### src/afe_pkg.sv
// Register map, field layout and reset values of the front-end control bank
package afe_pkg;
  localparam int ADDR_W = 4;
  localparam int DATA_W = 8;
  // Register offsets, instance 0 then instance 1
  localparam logic [3:0] OFF_CTRL0 = 4'h0;
  localparam logic [3:0] OFF_TRIM0 = 4'h1;
  localparam logic [3:0] OFF_DAH0 = 4'h2;
  localparam logic [3:0] OFF_DAL0 = 4'h3;
  localparam logic [3:0] OFF_DACC0 = 4'h4;
  localparam logic [3:0] OFF_CTRL1 = 4'h5;
  localparam logic [3:0] OFF_TRIM1 = 4'h6;
  localparam logic [3:0] OFF_DAH1 = 4'h7;
  localparam logic [3:0] OFF_DAL1 = 4'h8;
  localparam logic [3:0] OFF_DACC1 = 4'h9;
  localparam logic [3:0] OFF_PATH = 4'ha;
  // Field positions
  localparam int BIT_OUT_FLAG = 7;
  localparam int BIT_AMP_EN = 6;
  localparam int BIT_CAL_MODE = 7;
  localparam int BIT_REF_SEL = 6;
  localparam int BIT_CONV_EN = 7;
  // Reset values
  localparam logic [1:0] RST_BW = 2'h0;
  localparam logic [5:0] RST_TRIM = 6'h20;
  localparam logic [7:0] RST_PATH = 8'h00;
  localparam logic [11:0] RST_CODE = 12'h000;
endpackage

### src/afe_channel.sv
// One amplifier plus converter instance of the control bank
`timescale 1ns/1ps
`default_nettype none
module afe_channel
  import afe_pkg::*;
(
  // Clock and reset
  input wire logic core_clk,
  input wire logic rst,
  // Decoded writes
  input wire logic wr_ctrl,
  input wire logic wr_trim,
  input wire logic wr_dah,
  input wire logic wr_dal,
  input wire logic wr_dacc,
  input wire logic [7:0] wdata,
  // Comparator state of the amplifier
  input wire logic amp_out,
  // Register views
  output logic [7:0] ctrl_rd,
  output logic [7:0] trim_rd,
  output logic [7:0] dah_rd,
  output logic [7:0] dal_rd,
  output logic [7:0] dacc_rd,
  // Analog controls
  output logic amp_enable,
  output logic [1:0] amp_bandwidth_sel,
  output logic offset_cal_mode,
  output logic cal_reference_sel,
  output logic [5:0] offset_trim_code,
  output logic converter_enable,
  output logic [11:0] converter_code,
  output logic conv_start
);
  logic [7:0] shadow_q;
  logic flag;

  always_ff @(posedge core_clk or posedge rst)
  begin
    if (rst)
    begin
      amp_enable <= 1'b0;
      amp_bandwidth_sel <= RST_BW;
      offset_cal_mode <= 1'b0;
      cal_reference_sel <= 1'b0;
      offset_trim_code <= RST_TRIM;
      converter_enable <= 1'b0;
      converter_code <= RST_CODE;
      shadow_q <= 8'h00;
      conv_start <= 1'b0;
    end
    else
    begin
      conv_start <= wr_dah; // RULE_15
      if (wr_ctrl)
      begin
        amp_enable <= wdata[BIT_AMP_EN]; // RULE_05
        amp_bandwidth_sel <= wdata[1:0]; // RULE_06
      end
      if (wr_trim)
      begin
        offset_cal_mode <= wdata[BIT_CAL_MODE]; // RULE_08
        cal_reference_sel <= wdata[BIT_REF_SEL];
        offset_trim_code <= wdata[5:0]; // RULE_11
      end
      if (wr_dal)
        shadow_q <= wdata; // RULE_16
      if (wr_dah)
        converter_code <= {wdata[3:0], shadow_q}; // RULE_02 RULE_15
      if (wr_dacc)
        converter_enable <= wdata[BIT_CONV_EN]; // RULE_17
    end
  end

  // Flag gated so it reads zero outside calibration
  assign flag = offset_cal_mode & amp_out; // RULE_03 RULE_04
  assign ctrl_rd = {flag, amp_enable, 4'h0, amp_bandwidth_sel}; // RULE_07 RULE_18
  assign trim_rd = {offset_cal_mode, cal_reference_sel, offset_trim_code};
  assign dah_rd = {4'h0, converter_code[11:8]};
  assign dal_rd = converter_code[7:0];
  assign dacc_rd = {converter_enable, 7'h00};
endmodule
`default_nettype wire

### src/afe_opamp_dac_control.sv
// Register bank controlling two amplifiers, two converters and the path switches
// Behaviour
// RULE_01: Two independent amplifier and converter instances
// RULE_02: Converter code is 12 bits, high/low split
// RULE_03: Output flag read-only, follows amplifier in calibration
// RULE_04: Output flag reads zero outside calibration
// RULE_05: Control bit 6 enables amplifier, resets 0
// RULE_06: Control bits 1:0 select bandwidth, reset 0
// RULE_07: Control bits 5:2 read zero, ignore writes
// RULE_08: Trim bit 7 selects calibration mode
// RULE_09: Amp0 reference: photodiode negative or positive input
// RULE_10: Amp1 reference: negative pin or half supply
// RULE_11: Trim bits 5:0 hold code, reset 100000
// RULE_12: Path bits 4:3 select stage1 feedback resistor
// RULE_13: Path bits 2:0 select stage2 resistor
// RULE_14: Path bits 7:5 close analog switches
// RULE_15: High write loads full code, starts conversion
// RULE_16: Low write fills shadow, copied on high write
// RULE_17: Converter control bit 7 enables converter
// RULE_18: Fields read back last write; flag ignores writes; low data reads the active code, not the shadow
`timescale 1ns/1ps
`default_nettype none
module afe_opamp_dac_control
  import afe_pkg::*;
#(
  parameter int N_CH = 2
)
(
  // Clock and reset
  input wire logic core_clk,
  input wire logic rst,
  // Register port
  input wire logic [afe_pkg::ADDR_W-1:0] addr,
  input wire logic [afe_pkg::DATA_W-1:0] wdata,
  input wire logic wr_en,
  input wire logic rd_en,
  output logic [afe_pkg::DATA_W-1:0] rdata,
  // Amplifier comparator states
  input wire logic [1:0] amp_out,
  // Amplifier controls
  output logic [1:0] amp_enable,
  output logic [3:0] amp_bandwidth_sel,
  output logic [1:0] offset_cal_mode,
  output logic [1:0] cal_reference_sel,
  output logic [11:0] offset_trim_code,
  // Path controls
  output logic amp1_neg_input_switch,
  output logic stage2_cap_switch,
  output logic stage2_res_switch,
  output logic [1:0] stage1_feedback_res_sel,
  output logic [2:0] stage2_gain_res_sel,
  // Converter controls
  output logic [1:0] converter_enable,
  output logic [11:0] converter_code0,
  output logic [11:0] converter_code1,
  output logic [1:0] conv_start
);
  import afe_pkg::*;

  // Write decode for one register, shared by every write target
  function automatic logic wr_hit(logic en, logic [3:0] a, logic [3:0] off);
    wr_hit = en && a == off;
  endfunction

  logic [7:0] path_q;
  logic [7:0] rdata_q;
  logic [7:0] rd_mux;
  logic [7:0] ctrl_rd [2];
  logic [7:0] trim_rd [2];
  logic [7:0] dah_rd [2];
  logic [7:0] dal_rd [2];
  logic [7:0] dacc_rd [2];
  logic [11:0] code_w [2];
  logic [3:0] base [2];

  assign base[0] = OFF_CTRL0;
  assign base[1] = OFF_CTRL1;

  genvar g;
  generate
    for (g = 0; g < N_CH; g++)
    begin : ch
      wire hit_ctrl = wr_hit(wr_en, addr, base[g]);
      wire hit_trim = wr_hit(wr_en, addr, base[g] + 4'h1);
      wire hit_dah = wr_hit(wr_en, addr, base[g] + 4'h2);
      wire hit_dal = wr_hit(wr_en, addr, base[g] + 4'h3);
      wire hit_dacc = wr_hit(wr_en, addr, base[g] + 4'h4);
      // Reference meaning differs per instance; the bit itself is common
      afe_channel u_ch ( // RULE_01 RULE_09 RULE_10
        .core_clk(core_clk),
        .rst(rst),
        .wr_ctrl(hit_ctrl),
        .wr_trim(hit_trim),
        .wr_dah(hit_dah),
        .wr_dal(hit_dal),
        .wr_dacc(hit_dacc),
        .wdata(wdata),
        .amp_out(amp_out[g]),
        .ctrl_rd(ctrl_rd[g]),
        .trim_rd(trim_rd[g]),
        .dah_rd(dah_rd[g]),
        .dal_rd(dal_rd[g]),
        .dacc_rd(dacc_rd[g]),
        .amp_enable(amp_enable[g]),
        .amp_bandwidth_sel(amp_bandwidth_sel[2*g +: 2]),
        .offset_cal_mode(offset_cal_mode[g]),
        .cal_reference_sel(cal_reference_sel[g]),
        .offset_trim_code(offset_trim_code[6*g +: 6]),
        .converter_enable(converter_enable[g]),
        .converter_code(code_w[g]),
        .conv_start(conv_start[g])
      );
    end
  endgenerate

  assign converter_code0 = code_w[0];
  assign converter_code1 = code_w[1];

  always_ff @(posedge core_clk or posedge rst)
  begin
    if (rst)
      path_q <= RST_PATH;
    else if (wr_hit(wr_en, addr, OFF_PATH))
      path_q <= wdata; // RULE_12 RULE_13 RULE_14
  end

  assign amp1_neg_input_switch = path_q[7]; // RULE_14
  assign stage2_cap_switch = path_q[6];
  assign stage2_res_switch = path_q[5];
  assign stage1_feedback_res_sel = path_q[4:3]; // RULE_12
  assign stage2_gain_res_sel = path_q[2:0]; // RULE_13

  // Unmapped offsets read zero
  always_comb
  begin
    unique case (addr)
      OFF_CTRL0: rd_mux = ctrl_rd[0];
      OFF_TRIM0: rd_mux = trim_rd[0];
      OFF_DAH0: rd_mux = dah_rd[0];
      OFF_DAL0: rd_mux = dal_rd[0];
      OFF_DACC0: rd_mux = dacc_rd[0];
      OFF_CTRL1: rd_mux = ctrl_rd[1];
      OFF_TRIM1: rd_mux = trim_rd[1];
      OFF_DAH1: rd_mux = dah_rd[1];
      OFF_DAL1: rd_mux = dal_rd[1];
      OFF_DACC1: rd_mux = dacc_rd[1];
      OFF_PATH: rd_mux = path_q;
      default: rd_mux = 8'h00;
    endcase
  end

  always_ff @(posedge core_clk or posedge rst)
  begin
    if (rst)
      rdata_q <= 8'h00;
    else if (rd_en)
      rdata_q <= rd_mux; // RULE_18
    else
      rdata_q <= 8'h00;
  end
  assign rdata = rdata_q;

  flag_zero_a: assert property (@(posedge core_clk) disable iff (rst) // RULE_04
    rd_en && addr == OFF_CTRL0 && !offset_cal_mode[0] |=> !rdata[7])
    else $error("flag set outside calibration");
  flag_follow_a: assert property (@(posedge core_clk) disable iff (rst) // RULE_03
    rd_en && addr == OFF_CTRL1 |=> rdata[7] == $past(amp_out[1] & offset_cal_mode[1]))
    else $error("flag does not follow amplifier");
  ctrl_gap_a: assert property (@(posedge core_clk) disable iff (rst) // RULE_07
    rd_en && (addr == OFF_CTRL0 || addr == OFF_CTRL1) |=> rdata[5:2] == 4'h0)
    else $error("unused control bits nonzero");
  enable_write_a: assert property (@(posedge core_clk) disable iff (rst) // RULE_05
    wr_en && addr == OFF_CTRL0 |=> amp_enable[0] == $past(wdata[6]))
    else $error("amplifier enable not written");
  code_load_a: assert property (@(posedge core_clk) disable iff (rst) // RULE_15
    wr_en && addr == OFF_DAH0 |=> conv_start[0] && converter_code0[11:8] == $past(wdata[3:0]))
    else $error("high write did not load code");
  shadow_hold_a: assert property (@(posedge core_clk) disable iff (rst) // RULE_16
    wr_en && addr == OFF_DAL1 |=> $stable(converter_code1))
    else $error("low write changed active code");
  trim_write_a: assert property (@(posedge core_clk) disable iff (rst) // RULE_11
    wr_en && addr == OFF_TRIM1 |=> offset_trim_code[11:6] == $past(wdata[5:0]))
    else $error("trim code not written");
  path_write_a: assert property (@(posedge core_clk) disable iff (rst) // RULE_12
    wr_en && addr == OFF_PATH |=> stage1_feedback_res_sel == $past(wdata[4:3]))
    else $error("feedback select not written");
  conv_en_a: assert property (@(posedge core_clk) disable iff (rst) // RULE_17
    wr_en && addr == OFF_DACC1 |=> converter_enable[1] == $past(wdata[7]))
    else $error("converter enable not written");

  // Reset values, looked at on the first edge after release
  trim_reset_a: assert property (@(posedge core_clk) // RULE_11
    $fell(rst)
    |-> offset_trim_code == {RST_TRIM, RST_TRIM})
    else $error("trim code lost its reset value");
  ctrl_reset_a: assert property (@(posedge core_clk) // RULE_05
    $fell(rst)
    |-> amp_enable == 2'b00)
    else $error("amplifier enabled after reset");
  bw_reset_a: assert property (@(posedge core_clk) // RULE_06
    $fell(rst)
    |-> amp_bandwidth_sel == {RST_BW, RST_BW})
    else $error("bandwidth not at reset value");
  path_reset_a: assert property (@(posedge core_clk) // RULE_14
    $fell(rst)
    |-> {amp1_neg_input_switch, stage2_cap_switch, stage2_res_switch} == RST_PATH[7:5])
    else $error("analog switch closed after reset");
  sel_reset_a: assert property (@(posedge core_clk) // RULE_12
    $fell(rst)
    |-> {stage1_feedback_res_sel, stage2_gain_res_sel} == RST_PATH[4:0])
    else $error("resistor select not at reset value");
  code_reset_a: assert property (@(posedge core_clk) // RULE_02
    $fell(rst)
    |-> converter_code0 == RST_CODE && converter_code1 == RST_CODE)
    else $error("converter code not at reset value");
  conv_reset_a: assert property (@(posedge core_clk) // RULE_17
    $fell(rst)
    |-> converter_enable == 2'b00 && conv_start == 2'b00)
    else $error("converter active after reset");

  // Writes reach only the addressed instance
  isolate_trim_a: assert property (@(posedge core_clk) disable iff (rst) // RULE_01
    wr_hit(wr_en, addr, OFF_TRIM0)
    |=> $stable(offset_trim_code[11:6]))
    else $error("trim write leaked into other instance");
  isolate_ctrl_a: assert property (@(posedge core_clk) disable iff (rst) // RULE_01
    wr_hit(wr_en, addr, OFF_CTRL1)
    |=> $stable(amp_enable[0]) && $stable(amp_bandwidth_sel[1:0]))
    else $error("control write leaked into other instance");
  enable1_write_a: assert property (@(posedge core_clk) disable iff (rst) // RULE_05
    wr_hit(wr_en, addr, OFF_CTRL1)
    |=> amp_enable[1] == $past(wdata[BIT_AMP_EN]))
    else $error("second amplifier enable not written");
  bw0_write_a: assert property (@(posedge core_clk) disable iff (rst) // RULE_06
    wr_hit(wr_en, addr, OFF_CTRL0)
    |=> amp_bandwidth_sel[1:0] == $past(wdata[1:0]))
    else $error("bandwidth not written");
  bw1_write_a: assert property (@(posedge core_clk) disable iff (rst) // RULE_06
    wr_hit(wr_en, addr, OFF_CTRL1)
    |=> amp_bandwidth_sel[3:2] == $past(wdata[1:0]))
    else $error("second bandwidth not written");
  mode_write_a: assert property (@(posedge core_clk) disable iff (rst) // RULE_08
    wr_hit(wr_en, addr, OFF_TRIM0)
    |=> offset_cal_mode[0] == $past(wdata[BIT_CAL_MODE]))
    else $error("calibration mode not written");
  ref0_write_a: assert property (@(posedge core_clk) disable iff (rst) // RULE_09
    wr_hit(wr_en, addr, OFF_TRIM0)
    |=> cal_reference_sel[0] == $past(wdata[BIT_REF_SEL]))
    else $error("reference select not written");
  ref1_write_a: assert property (@(posedge core_clk) disable iff (rst) // RULE_10
    wr_hit(wr_en, addr, OFF_TRIM1)
    |=> cal_reference_sel[1] == $past(wdata[BIT_REF_SEL]))
    else $error("second reference select not written");
  trim0_write_a: assert property (@(posedge core_clk) disable iff (rst) // RULE_11
    wr_hit(wr_en, addr, OFF_TRIM0)
    |=> offset_trim_code[5:0] == $past(wdata[5:0]))
    else $error("first trim code not written");
  gain_write_a: assert property (@(posedge core_clk) disable iff (rst) // RULE_13
    wr_hit(wr_en, addr, OFF_PATH)
    |=> stage2_gain_res_sel == $past(wdata[2:0]))
    else $error("stage2 resistor select not written");
  switch_write_a: assert property (@(posedge core_clk) disable iff (rst) // RULE_14
    wr_hit(wr_en, addr, OFF_PATH)
    |=> {amp1_neg_input_switch, stage2_cap_switch, stage2_res_switch} == $past(wdata[7:5]))
    else $error("analog switches not written");
  conv_en0_a: assert property (@(posedge core_clk) disable iff (rst) // RULE_17
    wr_hit(wr_en, addr, OFF_DACC0)
    |=> converter_enable[0] == $past(wdata[BIT_CONV_EN]))
    else $error("first converter enable not written");

  // Converter loads; a start pulse without a high write would glitch the output
  code1_load_a: assert property (@(posedge core_clk) disable iff (rst) // RULE_02
    wr_hit(wr_en, addr, OFF_DAH1)
    |=> conv_start[1] && converter_code1[11:8] == $past(wdata[3:0]))
    else $error("second high write did not load code");
  start_quiet0_a: assert property (@(posedge core_clk) disable iff (rst) // RULE_15
    !wr_hit(wr_en, addr, OFF_DAH0)
    |=> !conv_start[0])
    else $error("conversion started without high write");
  start_quiet1_a: assert property (@(posedge core_clk) disable iff (rst) // RULE_15
    !wr_hit(wr_en, addr, OFF_DAH1)
    |=> !conv_start[1])
    else $error("second conversion started without high write");
  shadow_hold0_a: assert property (@(posedge core_clk) disable iff (rst) // RULE_16
    wr_hit(wr_en, addr, OFF_DAL0)
    |=> $stable(converter_code0))
    else $error("low write changed first active code");
  shadow_copy_a: assert property (@(posedge core_clk) disable iff (rst) // RULE_16
    wr_hit(wr_en, addr, OFF_DAL1) ##1 !wr_hit(wr_en, addr, OFF_DAL1) ##1 wr_hit(wr_en, addr, OFF_DAH1)
    |=> converter_code1[7:0] == $past(wdata, 3))
    else $error("shadow byte not copied on high write");

  // Read side
  flag_follow0_a: assert property (@(posedge core_clk) disable iff (rst) // RULE_03
    rd_en && addr == OFF_CTRL0
    |=> rdata[7] == $past(amp_out[0] & offset_cal_mode[0]))
    else $error("first flag does not follow amplifier");
  flag_zero1_a: assert property (@(posedge core_clk) disable iff (rst) // RULE_04
    rd_en && addr == OFF_CTRL1 && !offset_cal_mode[1]
    |=> !rdata[7])
    else $error("second flag set outside calibration");
  dah_read_a: assert property (@(posedge core_clk) disable iff (rst) // RULE_02
    rd_en && (addr == OFF_DAH0 || addr == OFF_DAH1)
    |=> rdata[7:4] == 4'h0)
    else $error("high data upper bits nonzero");
  dacc_read_a: assert property (@(posedge core_clk) disable iff (rst) // RULE_17
    rd_en && (addr == OFF_DACC0 || addr == OFF_DACC1)
    |=> rdata[6:0] == 7'h00)
    else $error("converter control unused bits nonzero");
  path_read_a: assert property (@(posedge core_clk) disable iff (rst) // RULE_18
    rd_en && addr == OFF_PATH
    |=> rdata == $past({amp1_neg_input_switch, stage2_cap_switch, stage2_res_switch, path_q[4:0]}))
    else $error("path register read back wrong");
  unmapped_rd_a: assert property (@(posedge core_clk) disable iff (rst) // RULE_18
    rd_en && addr > OFF_PATH
    |=> rdata == 8'h00)
    else $error("unmapped offset read nonzero");
  rdata_idle_a: assert property (@(posedge core_clk) disable iff (rst) // RULE_18
    !rd_en
    |=> rdata == 8'h00)
    else $error("read data outside read cycle");
endmodule
`default_nettype wire

### config.mk
export PLATFORM = sky130hd
export DESIGN_NAME = afe_opamp_dac_control
export DESIGN_NICKNAME = d
export VERILOG_FILES = /design/src/afe_pkg.sv /design/src/afe_channel.sv /design/src/afe_opamp_dac_control.sv
export SDC_FILE = /design/constraint.sdc
export NUM_CORES = 1
export LEC_CHECK = 0
export ABC_AREA = 1
export BUFFER_PORTS_ARGS = -buffer_cell sky130_fd_sc_hd__buf_2
export CAP_MARGIN = 40
export CORE_ASPECT_RATIO = 1.1
export CORE_MARGIN = 2
export CORE_UTILIZATION = 49
export DETAILED_ROUTE_END_ITERATION = 12
export GPL_TIMING_DRIVEN = 0
export PLACE_DENSITY = 0.76
export SLEW_MARGIN = 20
export SYNTH_ARGS = -nofsm -noshare
export SYNTH_HDL_FRONTEND = slang
export SYNTH_SLANG_ARGS = --single-unit
### constraint.sdc
create_clock -name core_clk -period 2.36 [get_ports core_clk]
set_clock_uncertainty 0.05 [all_clocks]
set_input_delay 0.354 -clock core_clk [delete_from_list [all_inputs] [get_ports core_clk]]
set_output_delay 0.354 -clock core_clk [all_outputs]
set_load 0.05 [all_outputs]
# Yosys cells after proc, flatten, opt, wreduce, memory -nomap -nowiden
# Cells that the tools add are included.
dict set report totals {
  ff_bits 82
  out_inout_bits 66
  elab_cells 46
}
dict set report op_classes {
  eq_ne 10
  n_mux 2
  bitwise_logic 2
  n_reduce_logical 12
}
# cell n
set op_table {}
lappend op_table {{$pmux 8 s11} 1}
lappend op_table {{$eq 4x3->1 const B} 4}
lappend op_table {{$eq 4x4->1 const B} 3}
lappend op_table {{$logic_and 1x1->1} 11}
lappend op_table {{$eq 4x2->1 const B} 2}
lappend op_table {{$mux 8} 1}
lappend op_table {{$eq 4x1->1 const B} 1}
lappend op_table {{$logic_not 4->1} 1}
lappend op_table {{$and 1x1->1} 2}

# Depth between registers and ports, before layout
# Gate-level depths: netlist of the first run.
dict set report depth {
  ltp_word 3
  mapped_depth 9
}

# By module
# Synthesis of the first run repeated with hierarchy kept, for this count alone.
dict set report hier_totals {
  hier_cells 631
  area_unflattened_um2 4703.3
}
# mod n_inst cells_per_inst area_each_um2
set modules_own_cells {}
lappend modules_own_cells {afe_channel 2 182 1565.3}
lappend modules_own_cells {afe_opamp_dac_control 1 267 1572.8}

# Worst setup path before layout of the first run
# OpenSTA, ideal clock, no wires.
dict set report synth_timing {
  path_type {input -> register}
  startpoint {input addr[3] (netlist bit)}
  endpoint {register ch[0].u_ch.converter_code[10]}
  setup_time_ns 0.127
  arrival_ns 1.127
  required_ns 2.183
  slack_ns 1.056
  stages 5
  n_path_buf 1
  path_cell_list {nor2_1 > nand2_4 > nor2_8 > buf_8 > o21ai_0}
}
dict set report synth_between {
  elab_chain_len 2
}
# item line
set synth_lines {}
lappend synth_lines {{start, declared} afe_opamp_dac_control.sv:33} ;# input wire logic [afe_pkg::ADDR_W-1:0] addr,
lappend synth_lines {{$eq 4x2->1} afe_opamp_dac_control.sv:62} ;# wr_hit = en && a == off;
lappend synth_lines {{$logic_and 1x1->1} afe_opamp_dac_control.sv:62}
lappend synth_lines {{named net ch[0].hit_dah} afe_opamp_dac_control.sv:85} ;# wire hit_dah = wr_hit(wr_en, addr, base[g] + 4'h2);
lappend synth_lines {{end signal, assigned} afe_channel.sv:69} ;# converter_code <= {wdata[3:0], shadow_q};
lappend synth_lines {{end, declared} afe_channel.sv:32} ;# output logic [11:0] converter_code,
# The timed path passes the listed nets, and every way through them passes these cells.
# A chain may end at the register's enable or synchronous reset.

# Worst setup path after layout of the first run
dict set report layout_timing {
  startpoint {register ch[0].u_ch.offset_trim_code[5]}
  endpoint {output offset_trim_code[5]}
}
# item line
set layout_rtl {}
lappend layout_rtl {{start, declared} afe_channel.sv:30} ;# output logic [5:0] offset_trim_code,
lappend layout_rtl {{start signal, assigned} afe_channel.sv:64} ;# offset_trim_code <= wdata[5:0];
lappend layout_rtl {{end, declared} afe_opamp_dac_control.sv:45} ;# output logic [11:0] offset_trim_code,
# No word-level cell between the ends.

==> key figures, run 1 <==
Logic synthesis
  – Net Count, Synth: 441
  – Yosys reg bits: around 80
  – Most frequent cells after synthesis: nand2_1, dfrtp_1, o21ai_0
  – Top-area cell type share of the netlist area: 0.539
  – Yosys warning count: 0
  – Area leader, netlist: dfrtp_1
  – Post-synth EDFFs: 0
  – Area contributors post-synth: dfrtp_1, nand2_1, o21ai_0, nand3_1, o21ai_1
  – Count leader, synth: nand2_1
  – Mapped Avg Cell Area: 8.77 sq um
  – Async SR Flop Fraction: 1.00
  – Post-synthesis sequential area ratio: 0.554
  – Most used DFF post-synth: dfrtp_1
  – Yosys cell types: 23
  – Cells after Synth: 423
  – Mapped cell area: 3710 sq um

Floorplan
  – DIE AREA: 8290 sq um
  – Die Height: 95.3 um
  – Row count: 33
  – Core ar.: 7390 sq um
  – Ports: 84
  – Initial Util: 0.502
  – Die extent in x: 87.0 um

Route
  – Via density: 5.25
  – Via count: 3211
  – ANT nets after route: 0
  – Drt first pass iters: 7
  – DRC: 0
  – Initial DRC Count: 238
  – Routed len/inst: between 15 and 20 um
  – Final WL: 9.42 mm

Clocking
  – Maximum buffer depth of the clock tree: 2
  – H-tree lvl count: 3
  – # clock sinks: 82
  – Root Buffer: clkbuf_8
  – TritonCTS clock tree: built
  – Clk Latency, worst-skew pair: 0.35 ns
  – Post-CTS Setup Repair Bufs: 0
  – Clk slew on worst S/H paths: 0.08 ns
  – CTS Buf Count: 9
  – # hold bufs at CTS: 1
  – Post-CTS Resized: 0

Power
  – Worst vdd ir: 570 uV
  – Clk pwr share: 0.238
  – Pint: 2560 uW
  – Leak Pwr: 0.00244 uW
  – Reg power frac: 0.432
  – Switching Power: 1820 uW
  – Pwr Density: 975 nW/um^2
  – Switching part of the total: 0.415
  – Combinational power share: 0.330

Final layout
  – Area Overhead vs Synth: 21.1%
  – Final net count: 538
  – Fill cells: 666
  – Layout cells sized above 1: 0.290
  – Number of diodes: 0
  – Post-Layout Cell Count: 612

Critical path
  – R2r endpoint: rdata[7]
  – Critical Path AT: between 1 and 1.5 ns
  – Reg2Reg Launch Point: ch[1].u_ch.offset_cal_mode
  – CP top delay family: flip-flops
  – Slowest cell on crit path: dfstp_2
  – Crit path required time: 1.96 ns
  – Crit-path max FO: 3
  – Setup CP Type: reg -> out
  – R2R cell count: 6
  – Buf/Inv on CP: 1
  – Setup crit end kind: primary output
  – Crit start category: flop
  – CP peak stage delay: ~0.56 ns
  – CP Cell Sequence: buf_2
  – Reg2Reg Setup Slack: 1.32 ns

Min path
  – Hold Path Sink: rdata[7]
  – HP Class: in -> reg
  – Worst hold start: rd_en
  – Hold path cells: 3

GRT
  – Largest net degree at the start of global routing: 35
  – GRT Residual Overflow: 0
  – First-pass GRT wire length: between 10 and 15 mm
  – Number of global-route vias before repair: 3048
  – Initial antenna violation count: 0
  – GRT Resource Usage Total: 0.240

STA
  – Setup TNS: 0 ns
  – Hold Worst Slack: 0.181 ns
  – Max Clk Rate: 632 MHz
  – Slew Viols, Final: 0
  – Slew @ Worst Pin: 0.600 ns
  – Rel. slew slack: 0.599
  – Final worst path period share: 0.671
  – Final setup violation count: 0
  – Crit path setup slack, layout: 0.778 ns
  – Minimum clock period after layout: about 1.6 ns
  – Final hold vios: 0
  – RSZ-0062 raised after global routing: no

Placed design
  – Detail Placement HPWL: approximately 6.9 mm
  – Port-buffer cells: 83
  – Placer Congestion: 0.891
  – Inst Count DP: 595
  – Post-Place Setup Slack: 0.673 ns

Run
  – Max-cap violations: 0

Status
  – Outcome: finished, final reports clean
-- worst max path at each step --
stage,start,endpoint,slack (ns),cells after the start
floorplan,rst,ch[0].u_ch.amp_bandwidth_sel[0],1.02,1
global placement,rst,ch[0].u_ch.amp_bandwidth_sel[0],0.51,2
detailed placement,addr[2],rdata[3],0.67,8
CTS,ch[0].u_ch.offset_trim_code[5],offset_trim_code[5],0.78,1
global route,ch[0].u_ch.offset_trim_code[5],offset_trim_code[5],0.74,1
finish,ch[0].u_ch.offset_trim_code[5],offset_trim_code[5],0.78,1
-- stage by stage --
stage,utilization,power [uW],area [sq um]
after floorplan,-,2980,3710
after global placement,0.574,3330,4240
after detailed placement,0.579,3370,4280
after CTS,0.608,4400,4490
after global routing,0.608,4580,4490
final,0.608,4380,4490
-- power groups by stage --
stage	Clock (uW)	Combinational [uW]	Sequential [uW]
after global placement	0	1420	1910
after floorplan	0	473	2510
final	1040	1450	1890
after CTS	1050	1450	1890
after global routing	1120	1540	1920
after detailed placement	0	1450	1920
-- final cells by class --
type | instances | area [sq um] | share of cell area
buffer | 18 | 156 | 0.0348
clock buffer | 12 | 155 | 0.0345
clock inverter | 4 | 50.0 | 0.0111
inverter | 25 | 97.6 | 0.0217
multi-input combinational | 298 | 1410 | 0.313
sequential | 82 | 2050 | 0.457
tap | 87 | 109 | 0.0242
timing repair buffer | 86 | 465 | 0.104
-- layer usage --
layer	global-route usage	wire length, um	vias to the layer above
li1	-	-	1545
met1	0.312	3980	1511
met2	0.387	4670	134
met3	0.0494	509	21
met4	0.109	253	0
met5	0	0	-
-- sequential cells by signal (all words and copies together), names as in the netlist, 4 cells and up --
name	cells
ch.u_ch.amp_bandwidth_sel	4
ch.u_ch.converter_code	24
ch.u_ch.offset_trim_code	12
ch.u_ch.shadow_q	16
path_q	8
rdata	8
-- cell families (layout without fill, tap and decap cells) --
group | Yosys count | in the layout | synth area share
flops | 82 | 82 | 0.554
compound gates | 70 | 70 | 0.107
buf+inv | 43 | 145 | 0.0674
simple gates | 228 | 228 | 0.272
-- cells in the final DEF (no fill, tap or decap), types with 3 or more instances in the layout --
| master | synthesis | routed |
|---|---|---|
| a21oi_1 | 5 | 5 |
| buf_2 | 2 | 85 |
| buf_4 | 10 | 10 |
| buf_6 | 5 | 5 |
| clkbuf_8 | 0 | 11 |
| clkinvlp_4 | 0 | 3 |
| dfrtp_1 | 80 | 80 |
| inv_1 | 22 | 21 |
| nand2_1 | 154 | 154 |
| nand2_2 | 7 | 7 |
| nand2_4 | 3 | 3 |
| nand3_1 | 25 | 25 |
| nor2_1 | 27 | 27 |
| nor2_4 | 8 | 8 |
| o21a_1 | 3 | 3 |
| o21ai_0 | 29 | 29 |
| o21ai_1 | 23 | 23 |
| o21ai_2 | 10 | 10 |
(Power assumes the default switching activity.)
==> run 2: changes to the inputs <==
Settings changed: CORE_UTILIZATION 49 to 54, PLACE_DENSITY 0.76 to 0.8.
Clock period 2.36 ns to 1.6 ns, I/O delays scaled along.
==> run 2 against run 1 <==
Global-route usage rose by 3.0 points. Setup slack lost 0.63 ns. Non-clock buffer count unchanged. Critical path depth unchanged. Final cell count fell by 0.82%. Count of clock-buffer cells in the layout shrank 1. Flip-flop and latch count is the same. Combinational power is 48% higher. Design area is essentially flat. Highest routed layer unchanged.
==> key figures, run 2 (synthesis results as in run 1) <==
Status
  – Outcome: finished, final reports clean (unchanged)

Final layout
  – Post-Layout Cell Count: 607 (was 612)
  – Final core utilization: 0.677 (was 0.608)
  – Multi-input logic area: 1410 sq um (unchanged)
  – Final net count: 538 (unchanged)
  – Largest register FFs: 24 (unchanged)
  – Area Overhead vs Synth: 21.1% (about the same)
  – Fill cells: 547 (was 666)
  – FF+latch area: 2050 sq um (unchanged)
  – Commonest non-fill, non-tap cell in the layout: nand2_1 (unchanged)
  – Layout cells sized above 1: 0.288 (was 0.290)
  – Cell area after layout: 4490 sq um (about the same)
  – Most flop-heavy register: ch.u_ch.converter_code (unchanged)
  – Number of diodes: 0 (unchanged)
  – Largest regs: ch.u_ch.converter_code: 24 flops, ch.u_ch.shadow_q: 16 flops, ch.u_ch.offset_trim_code: 12 flops (unchanged)
  – Commonest non-fill, non-tap cells in the layout: nand2_1, buf_2, dfrtp_1 (unchanged)

Floorplan
  – Die extent in x: 83.0 um (was 87.0 um)
  – Row count: 31 (was 33)
  – Ports: 84 (unchanged)
  – Core ar.: 6630 sq um (was 7390 sq um)
  – DIE AREA: 7550 sq um (was 8290 sq um)
  – Initial Util: 0.560 (was 0.502)
  – Die Height: 90.9 um (was 95.3 um)

Placed design
  – Inst Count DP: 590 (was 595)
  – Post-Place Cell Area: 4270 sq um (was 4280 sq um)
  – Detail Placement HPWL: 7.06 mm (was 6.93 mm)
  – Port-buffer cells: 83 (unchanged)
  – Placer Congestion: 0.952 (was 0.891)

GRT
  – Initial antenna violation count: 0 (unchanged)
  – GRT Residual Overflow: 0 (unchanged)
  – First-pass GRT wire length: 15.9 mm (was 15.0 mm)
  – Number of global-route vias before repair: 3172 (was 3048)
  – Largest net degree at the start of global routing: 34 (was 35)
  – GRT Resource Usage Total: 0.270 (was 0.240)

Power
  – Combinational power share: 0.327 (was 0.330)
  – Clk pwr share: 0.248 (was 0.238)
  – Pint: 3860 uW (was 2560 uW)
  – Power, Total: 6570 uW (was 4380 uW)
  – Switching Power: 2710 uW (was 1820 uW)
  – Worst vdd ir: 1010 uV (was 570 uV)
  – Leak Pwr: 0.00245 uW (was 0.00244 uW)
  – Switching part of the total: 0.413 (was 0.415)
  – Pwr Density: 1460 nW/um^2 (was 975 nW/um^2)
  – Reg power frac: 0.426 (was 0.432)

Clocking
  – Maximum buffer depth of the clock tree: 2 (unchanged)
  – # hold bufs at CTS: 1 (unchanged)
  – Root Buffer: clkbuf_8 (unchanged)
  – CTS Buf Count: 9 (unchanged)
  – Clk slew on worst S/H paths: 0.08 ns (about the same)
  – Post-CTS Setup Repair Bufs: 0 (unchanged)
  – # clock sinks: 82 (unchanged)
  – H-tree lvl count: 3 (unchanged)
  – TritonCTS clock tree: built (unchanged)
  – Clk Latency, worst-skew pair: 0.35 ns (about the same)
  – Post-CTS Resized: 0 (unchanged)

STA
  – Max Clk Rate: slightly below 700 MHz
  – RSZ-0062 raised after global routing: no (unchanged)
  – Final hold vios: 0 (unchanged)
  – Slew Viols, Final: 0 (unchanged)
  – Final setup violation count: 0 (unchanged)
  – Minimum clock period after layout: about 1.5 ns
  – Setup TNS: 0 ns (unchanged)
  – Slew @ Worst Pin: 0.562 ns (was 0.600 ns)
  – Rel. slew slack: 0.625 (was 0.599)
  – Final worst path period share: 0.908

Route
  – Drt first pass iters: 5 (was 7)
  – Initial DRC Count: 246 (was 238)
  – Final WL: 9.66 mm (was 9.42 mm)
  – Routed len/inst: 15.9 um (was 15.4 um)
  – DRC: 0 (unchanged)
  – Via count: 3278 (was 3211)
  – ANT nets after route: 0 (unchanged)
  – Via density: 5.40 (was 5.25)

Critical path
  – Crit-path max FO: 3 (unchanged)
  – Buf/Inv on CP: 1 (unchanged)
  – Setup CP Type: reg -> out (unchanged)
  – Slowest cell on crit path: dfstp_2 (unchanged)
  – CP top delay family: flip-flops (unchanged)
  – Setup crit end kind: primary output (unchanged)
  – Critical Path AT: 1.16 ns (was 1.18 ns)
  – Crit start category: flop (unchanged)
  – CP peak stage delay: 0.55 ns (was 0.56 ns)
  – Crit path required time: 1.31 ns (was 1.96 ns)
  – CP Cell Sequence: buf_2 (unchanged)

Min path
  – HP Class: in -> reg (unchanged)

Run
  – Max-cap violations: 0 (unchanged)
## run 2: cell count changes in the layout (fill, tap and decap cells not counted), sizes merged
cell      before  now
clkinv         2    4
clkinvlp       3    1
bufinv         1    2
clkbuf        12   11
## run 2: cell type report
class                      count  area share
inverter                      25      0.0217
multi-input combinational    298       0.313
timing repair buffer          86       0.104
sequential                    82       0.457
buffer                        18      0.0348
tap                           82      0.0228
clock buffer                  11      0.0292
clock inverter                 5      0.0175
## run 2: routing by layer
metal,share of wire,global-route usage,vias to the layer above
li1,-,-,1541
met1,0.41,0.364,1557
met2,0.50,0.440,158
met3,0.069,0.0436,22
met4,0.028,0.109,0
met5,0,0,-
## run 2: metrics by stage
| stage | hold WS, ns | setup WS (ns) |
|---|---|---|
| global route | 0.0580 | 0.0880 |
| detailed placement | 0.269 | 0.0123 |
| CTS | 0.0526 | 0.140 |
| floorplan | 0.294 | 0.374 |
| finish | 0.0563 | 0.147 |
| global placement | 0.401 | -0.148 |
## run 2: power by group through the flow
stage          clock network, uW  registers [uW]  logic [uW]
3_3_place_gp                   0            2820        2090
4_1_cts                     1630            2790        2160
2_1_floorplan                  0            3700         697
5_1_grt                     1730            2840        2280
6_report                    1630            2800        2140
3_5_place_dp                   0            2830        2150
## run 2: path summary, 6_finish.rpt
kind,depth (start not counted),end,slack (ns),from
min reg2reg,2,ch[1].u_ch.converter_code[4],0.43,ch[1].u_ch.shadow_q[4]
min in group asynchronous,3,path_q[0],0.42,rst
min,3,rdata[7],0.06,rd_en
max,1,offset_trim_code[11],0.15,ch[1].u_ch.offset_trim_code[5]
max reg2reg,4,rdata[1],0.59,ch[1].u_ch.converter_code[1]
max in group asynchronous,5,ch[0].u_ch.offset_trim_code[5],0.26,rst
==> run 3: changes to the inputs <==
Settings changed: SETUP_SLACK_MARGIN set to 0.2.
==> run 3 against run 2 <==
Final cell count is 1.2% higher. Design area is 2.0% higher. Sequential share of layout area is 0.90 points lower. Flip-flop and latch count stayed put.
==> key figures, run 3 (synthesis results as in run 1) <==
Floorplan
  – DIE AREA: 7550 sq um (unchanged)
  – Die Height: 90.9 um (unchanged)
  – Row count: 31 (unchanged)
  – Die extent in x: 83.0 um (unchanged)
  – Ports: 84 (unchanged)
  – Core ar.: 6630 sq um (unchanged)
  – Initial Util: 0.560 (unchanged)

Final layout
  – Largest regs: ch.u_ch.converter_code: 24 flops, ch.u_ch.shadow_q: 16 flops, ch.u_ch.offset_trim_code: 12 flops (unchanged)
  – Area Overhead vs Synth: 23.5% (was 21.1%)
  – Fill cells: 535 (was 547)
  – Largest register FFs: 24 (unchanged)
  – Layout cells sized above 1: 0.297 (was 0.288)
  – FF+latch area: 2050 sq um (unchanged)
  – Cell area after layout: 4580 sq um (was 4490 sq um)
  – Most flop-heavy register: ch.u_ch.converter_code (unchanged)
  – Final core utilization: 0.691 (was 0.677)
  – Multi-input logic area: 1410 sq um (unchanged)
  – Post-Layout Cell Count: 614 (was 607)
  – Commonest non-fill, non-tap cell in the layout: nand2_1 (unchanged)
  – Final net count: 545 (was 538)
  – Commonest non-fill, non-tap cells in the layout: nand2_1, dfrtp_1, buf_2 (was nand2_1, buf_2, dfrtp_1)
  – Number of diodes: 0 (unchanged)

Critical path
  – Buf/Inv on CP: 2 (was 1)
  – Crit path required time: 1.31 ns (about the same)
  – Slowest cell on crit path: dfrtp_1 (was dfstp_2)
  – Crit-path max FO: 3 (unchanged)
  – CP peak stage delay: 0.42 ns (was 0.55 ns)
  – Reg2Reg Launch Point: ch[1].u_ch.offset_cal_mode (was ch[1].u_ch.converter_code[1])
  – CP top delay family: flip-flops (unchanged)
  – Most common cell on crit path: buf_4
  – CP Cell Sequence: buf_4 -> buf_4 (was buf_2)
  – Setup CP Type: reg -> out (unchanged)
  – R2R cell count: 7 (was 4)
  – R2r endpoint: rdata[7] (was rdata[1])
  – Setup crit end kind: primary output (unchanged)
  – Crit start category: flop (unchanged)
  – Critical Path AT: 1.09 ns (was 1.16 ns)
  – Reg2Reg Setup Slack: 0.53 ns (was 0.59 ns)

STA
  – Max Clk Rate: 726 MHz (was 688 MHz)
  – Hold Worst Slack: 0.0495 ns (was 0.0563 ns)
  – Final worst path period share: 0.861 (was 0.908)
  – RSZ-0062 raised after global routing: yes (was no)
  – Rel. slew slack: 0.602 (was 0.625)
  – Minimum clock period after layout: 1.38 ns (was 1.45 ns)
  – Slew Viols, Final: 0 (unchanged)
  – Final setup violation count: 0 (unchanged)
  – Final hold vios: 0 (unchanged)
  – Slew @ Worst Pin: 0.594 ns (was 0.562 ns)

GRT
  – GRT Residual Overflow: 0 (unchanged)
  – GRT Resource Usage Total: 0.270 (about the same)
  – Largest net degree at the start of global routing: 34 (unchanged)
  – First-pass GRT wire length: 15.9 mm (about the same)
  – Initial antenna violation count: 0 (unchanged)
  – Number of global-route vias before repair: 3174 (was 3172)

Min path
  – Hold path cells: 3 (unchanged)
  – Worst hold start: rd_en (unchanged)
  – Hold Path Sink: rdata[7] (unchanged)
  – HP Class: in -> reg (unchanged)

Run
  – Max-cap violations: 0 (unchanged)

Clocking
  – Clk slew on worst S/H paths: 0.08 ns (about the same)
  – CTS Buf Count: 9 (unchanged)
  – TritonCTS clock tree: built (unchanged)
  – H-tree lvl count: 3 (unchanged)
  – # clock sinks: 82 (unchanged)
  – Root Buffer: clkbuf_8 (unchanged)
  – Clk Latency, worst-skew pair: 0.36 ns (was 0.35 ns)
  – Maximum buffer depth of the clock tree: 2 (unchanged)

Power
  – Leak Pwr: 0.00249 uW (was 0.00245 uW)
  – Pwr Density: 1460 nW/um^2 (about the same)
  – Reg power frac: 0.419 (was 0.426)
  – Clk pwr share: 0.244 (was 0.248)
  – Combinational power share: 0.337 (was 0.327)
  – Switching part of the total: 0.410 (was 0.413)
  – Switching Power: 2740 uW (was 2710 uW)
  – Pint: 3940 uW (was 3860 uW)
  – Worst vdd ir: 1030 uV (was 1010 uV)

Status
  – Outcome: finished, final reports clean (unchanged)

Route
  – ANT nets after route: 0 (unchanged)
  – Drt first pass iters: 5 (unchanged)
  – Routed len/inst: 16.2 um (was 15.9 um)
  – Via density: 5.38 (was 5.40)
  – Via count: 3304 (was 3278)
  – Final WL: 9.96 mm (was 9.66 mm)
  – Initial DRC Count: 255 (was 246)
  – DRC: 0 (unchanged)

Placed design
  – Placer Congestion: 0.952 (unchanged)
  – Detail Placement HPWL: 7.06 mm (unchanged)
  – Port-buffer cells: 83 (unchanged)
  – Inst Count DP: 590 (unchanged)
  – Post-Place Cell Area: 4270 sq um (unchanged)
[run 3: cell count changes in the layout (fill, tap and decap cells not counted), sizes merged]
cell,previous run,this run
clkinvlp,1,2
buf,103,108
clkbuf,11,12
[run 3: worst max path at each step]
stage / startpoint / cells past startpoint / end / slack, ns
global placement: rst / 2 / ch[0].u_ch.conv_start / -0.15
global route: ch[0].u_ch.offset_trim_code[5] / 1 / offset_trim_code[5] / 0.19
finish: ch[0].u_ch.offset_cal_mode / 2 / offset_cal_mode[0] / 0.22
floorplan: rst / 1 / ch[0].u_ch.amp_bandwidth_sel[0] / 0.37
CTS: ch[1].u_ch.offset_trim_code[5] / 1 / offset_trim_code[11] / 0.20
detailed placement: addr[3] / 6 / ch[0].u_ch.converter_code[10] / 0.01
[run 3: timing repair]
action | in CTS | in global routing
buffers inserted | 0 | 6
hold buffers | 1 | 0
resized for setup | 6 | 11
hold endpoints to repair | 24 | 0
cloned | 0 | 1
endpoints found under the setup margin | 6 | 41
[run 3: through the flow]
stage / TNS [ns] / power, uW / setup slack (ns)
after global placement: -11.38 / 4910 / -0.148
after floorplan: 0 / 4400 / 0.374
final: 0 / 6680 / 0.222
after detailed placement: 0 / 4980 / 0.0123
after CTS: 0 / 6600 / 0.201
after global routing: 0 / 6950 / 0.193
[run 3: cell type report]
cell class                      instances  share of cell area
Clock inverter                          5              0.0172
Multi-Input combinational cell        298               0.307
Tap cell                               82              0.0224
Buffer                                 18              0.0341
Timing Repair inverter                  1             0.00109
Inverter                               25              0.0213
Clock buffer                           11              0.0287
Timing Repair Buffer                   92               0.120
Sequential cell                        82               0.448
[run 3: power groups by stage]
| stage | logic [uW] | registers, uW | clock network [uW] |
|---|---|---|---|
| 2_1_floorplan | 697 | 3700 | 0 |
| 3_3_place_gp | 2090 | 2820 | 0 |
| 3_5_place_dp | 2150 | 2830 | 0 |
| 4_1_cts | 2180 | 2790 | 1630 |
| 5_1_grt | 2380 | 2840 | 1730 |
| 6_report | 2250 | 2800 | 1630 |
[run 3: worst min-delay path, stage by stage]
cell and delay [ns]:
buf_2 0.09, nand2_1 0.05, inv_1 0.04
[run 3: metal layers]
| metal | up-vias | global-route usage | share of wire |
|---|---|---|---|
| li1 | 1554 | - | - |
| met1 | 1580 | 0.363 | 0.41 |
| met2 | 147 | 0.440 | 0.50 |
| met3 | 23 | 0.0436 | 0.068 |
| met4 | 0 | 0.109 | 0.029 |
| met5 | - | 0 | 0 |
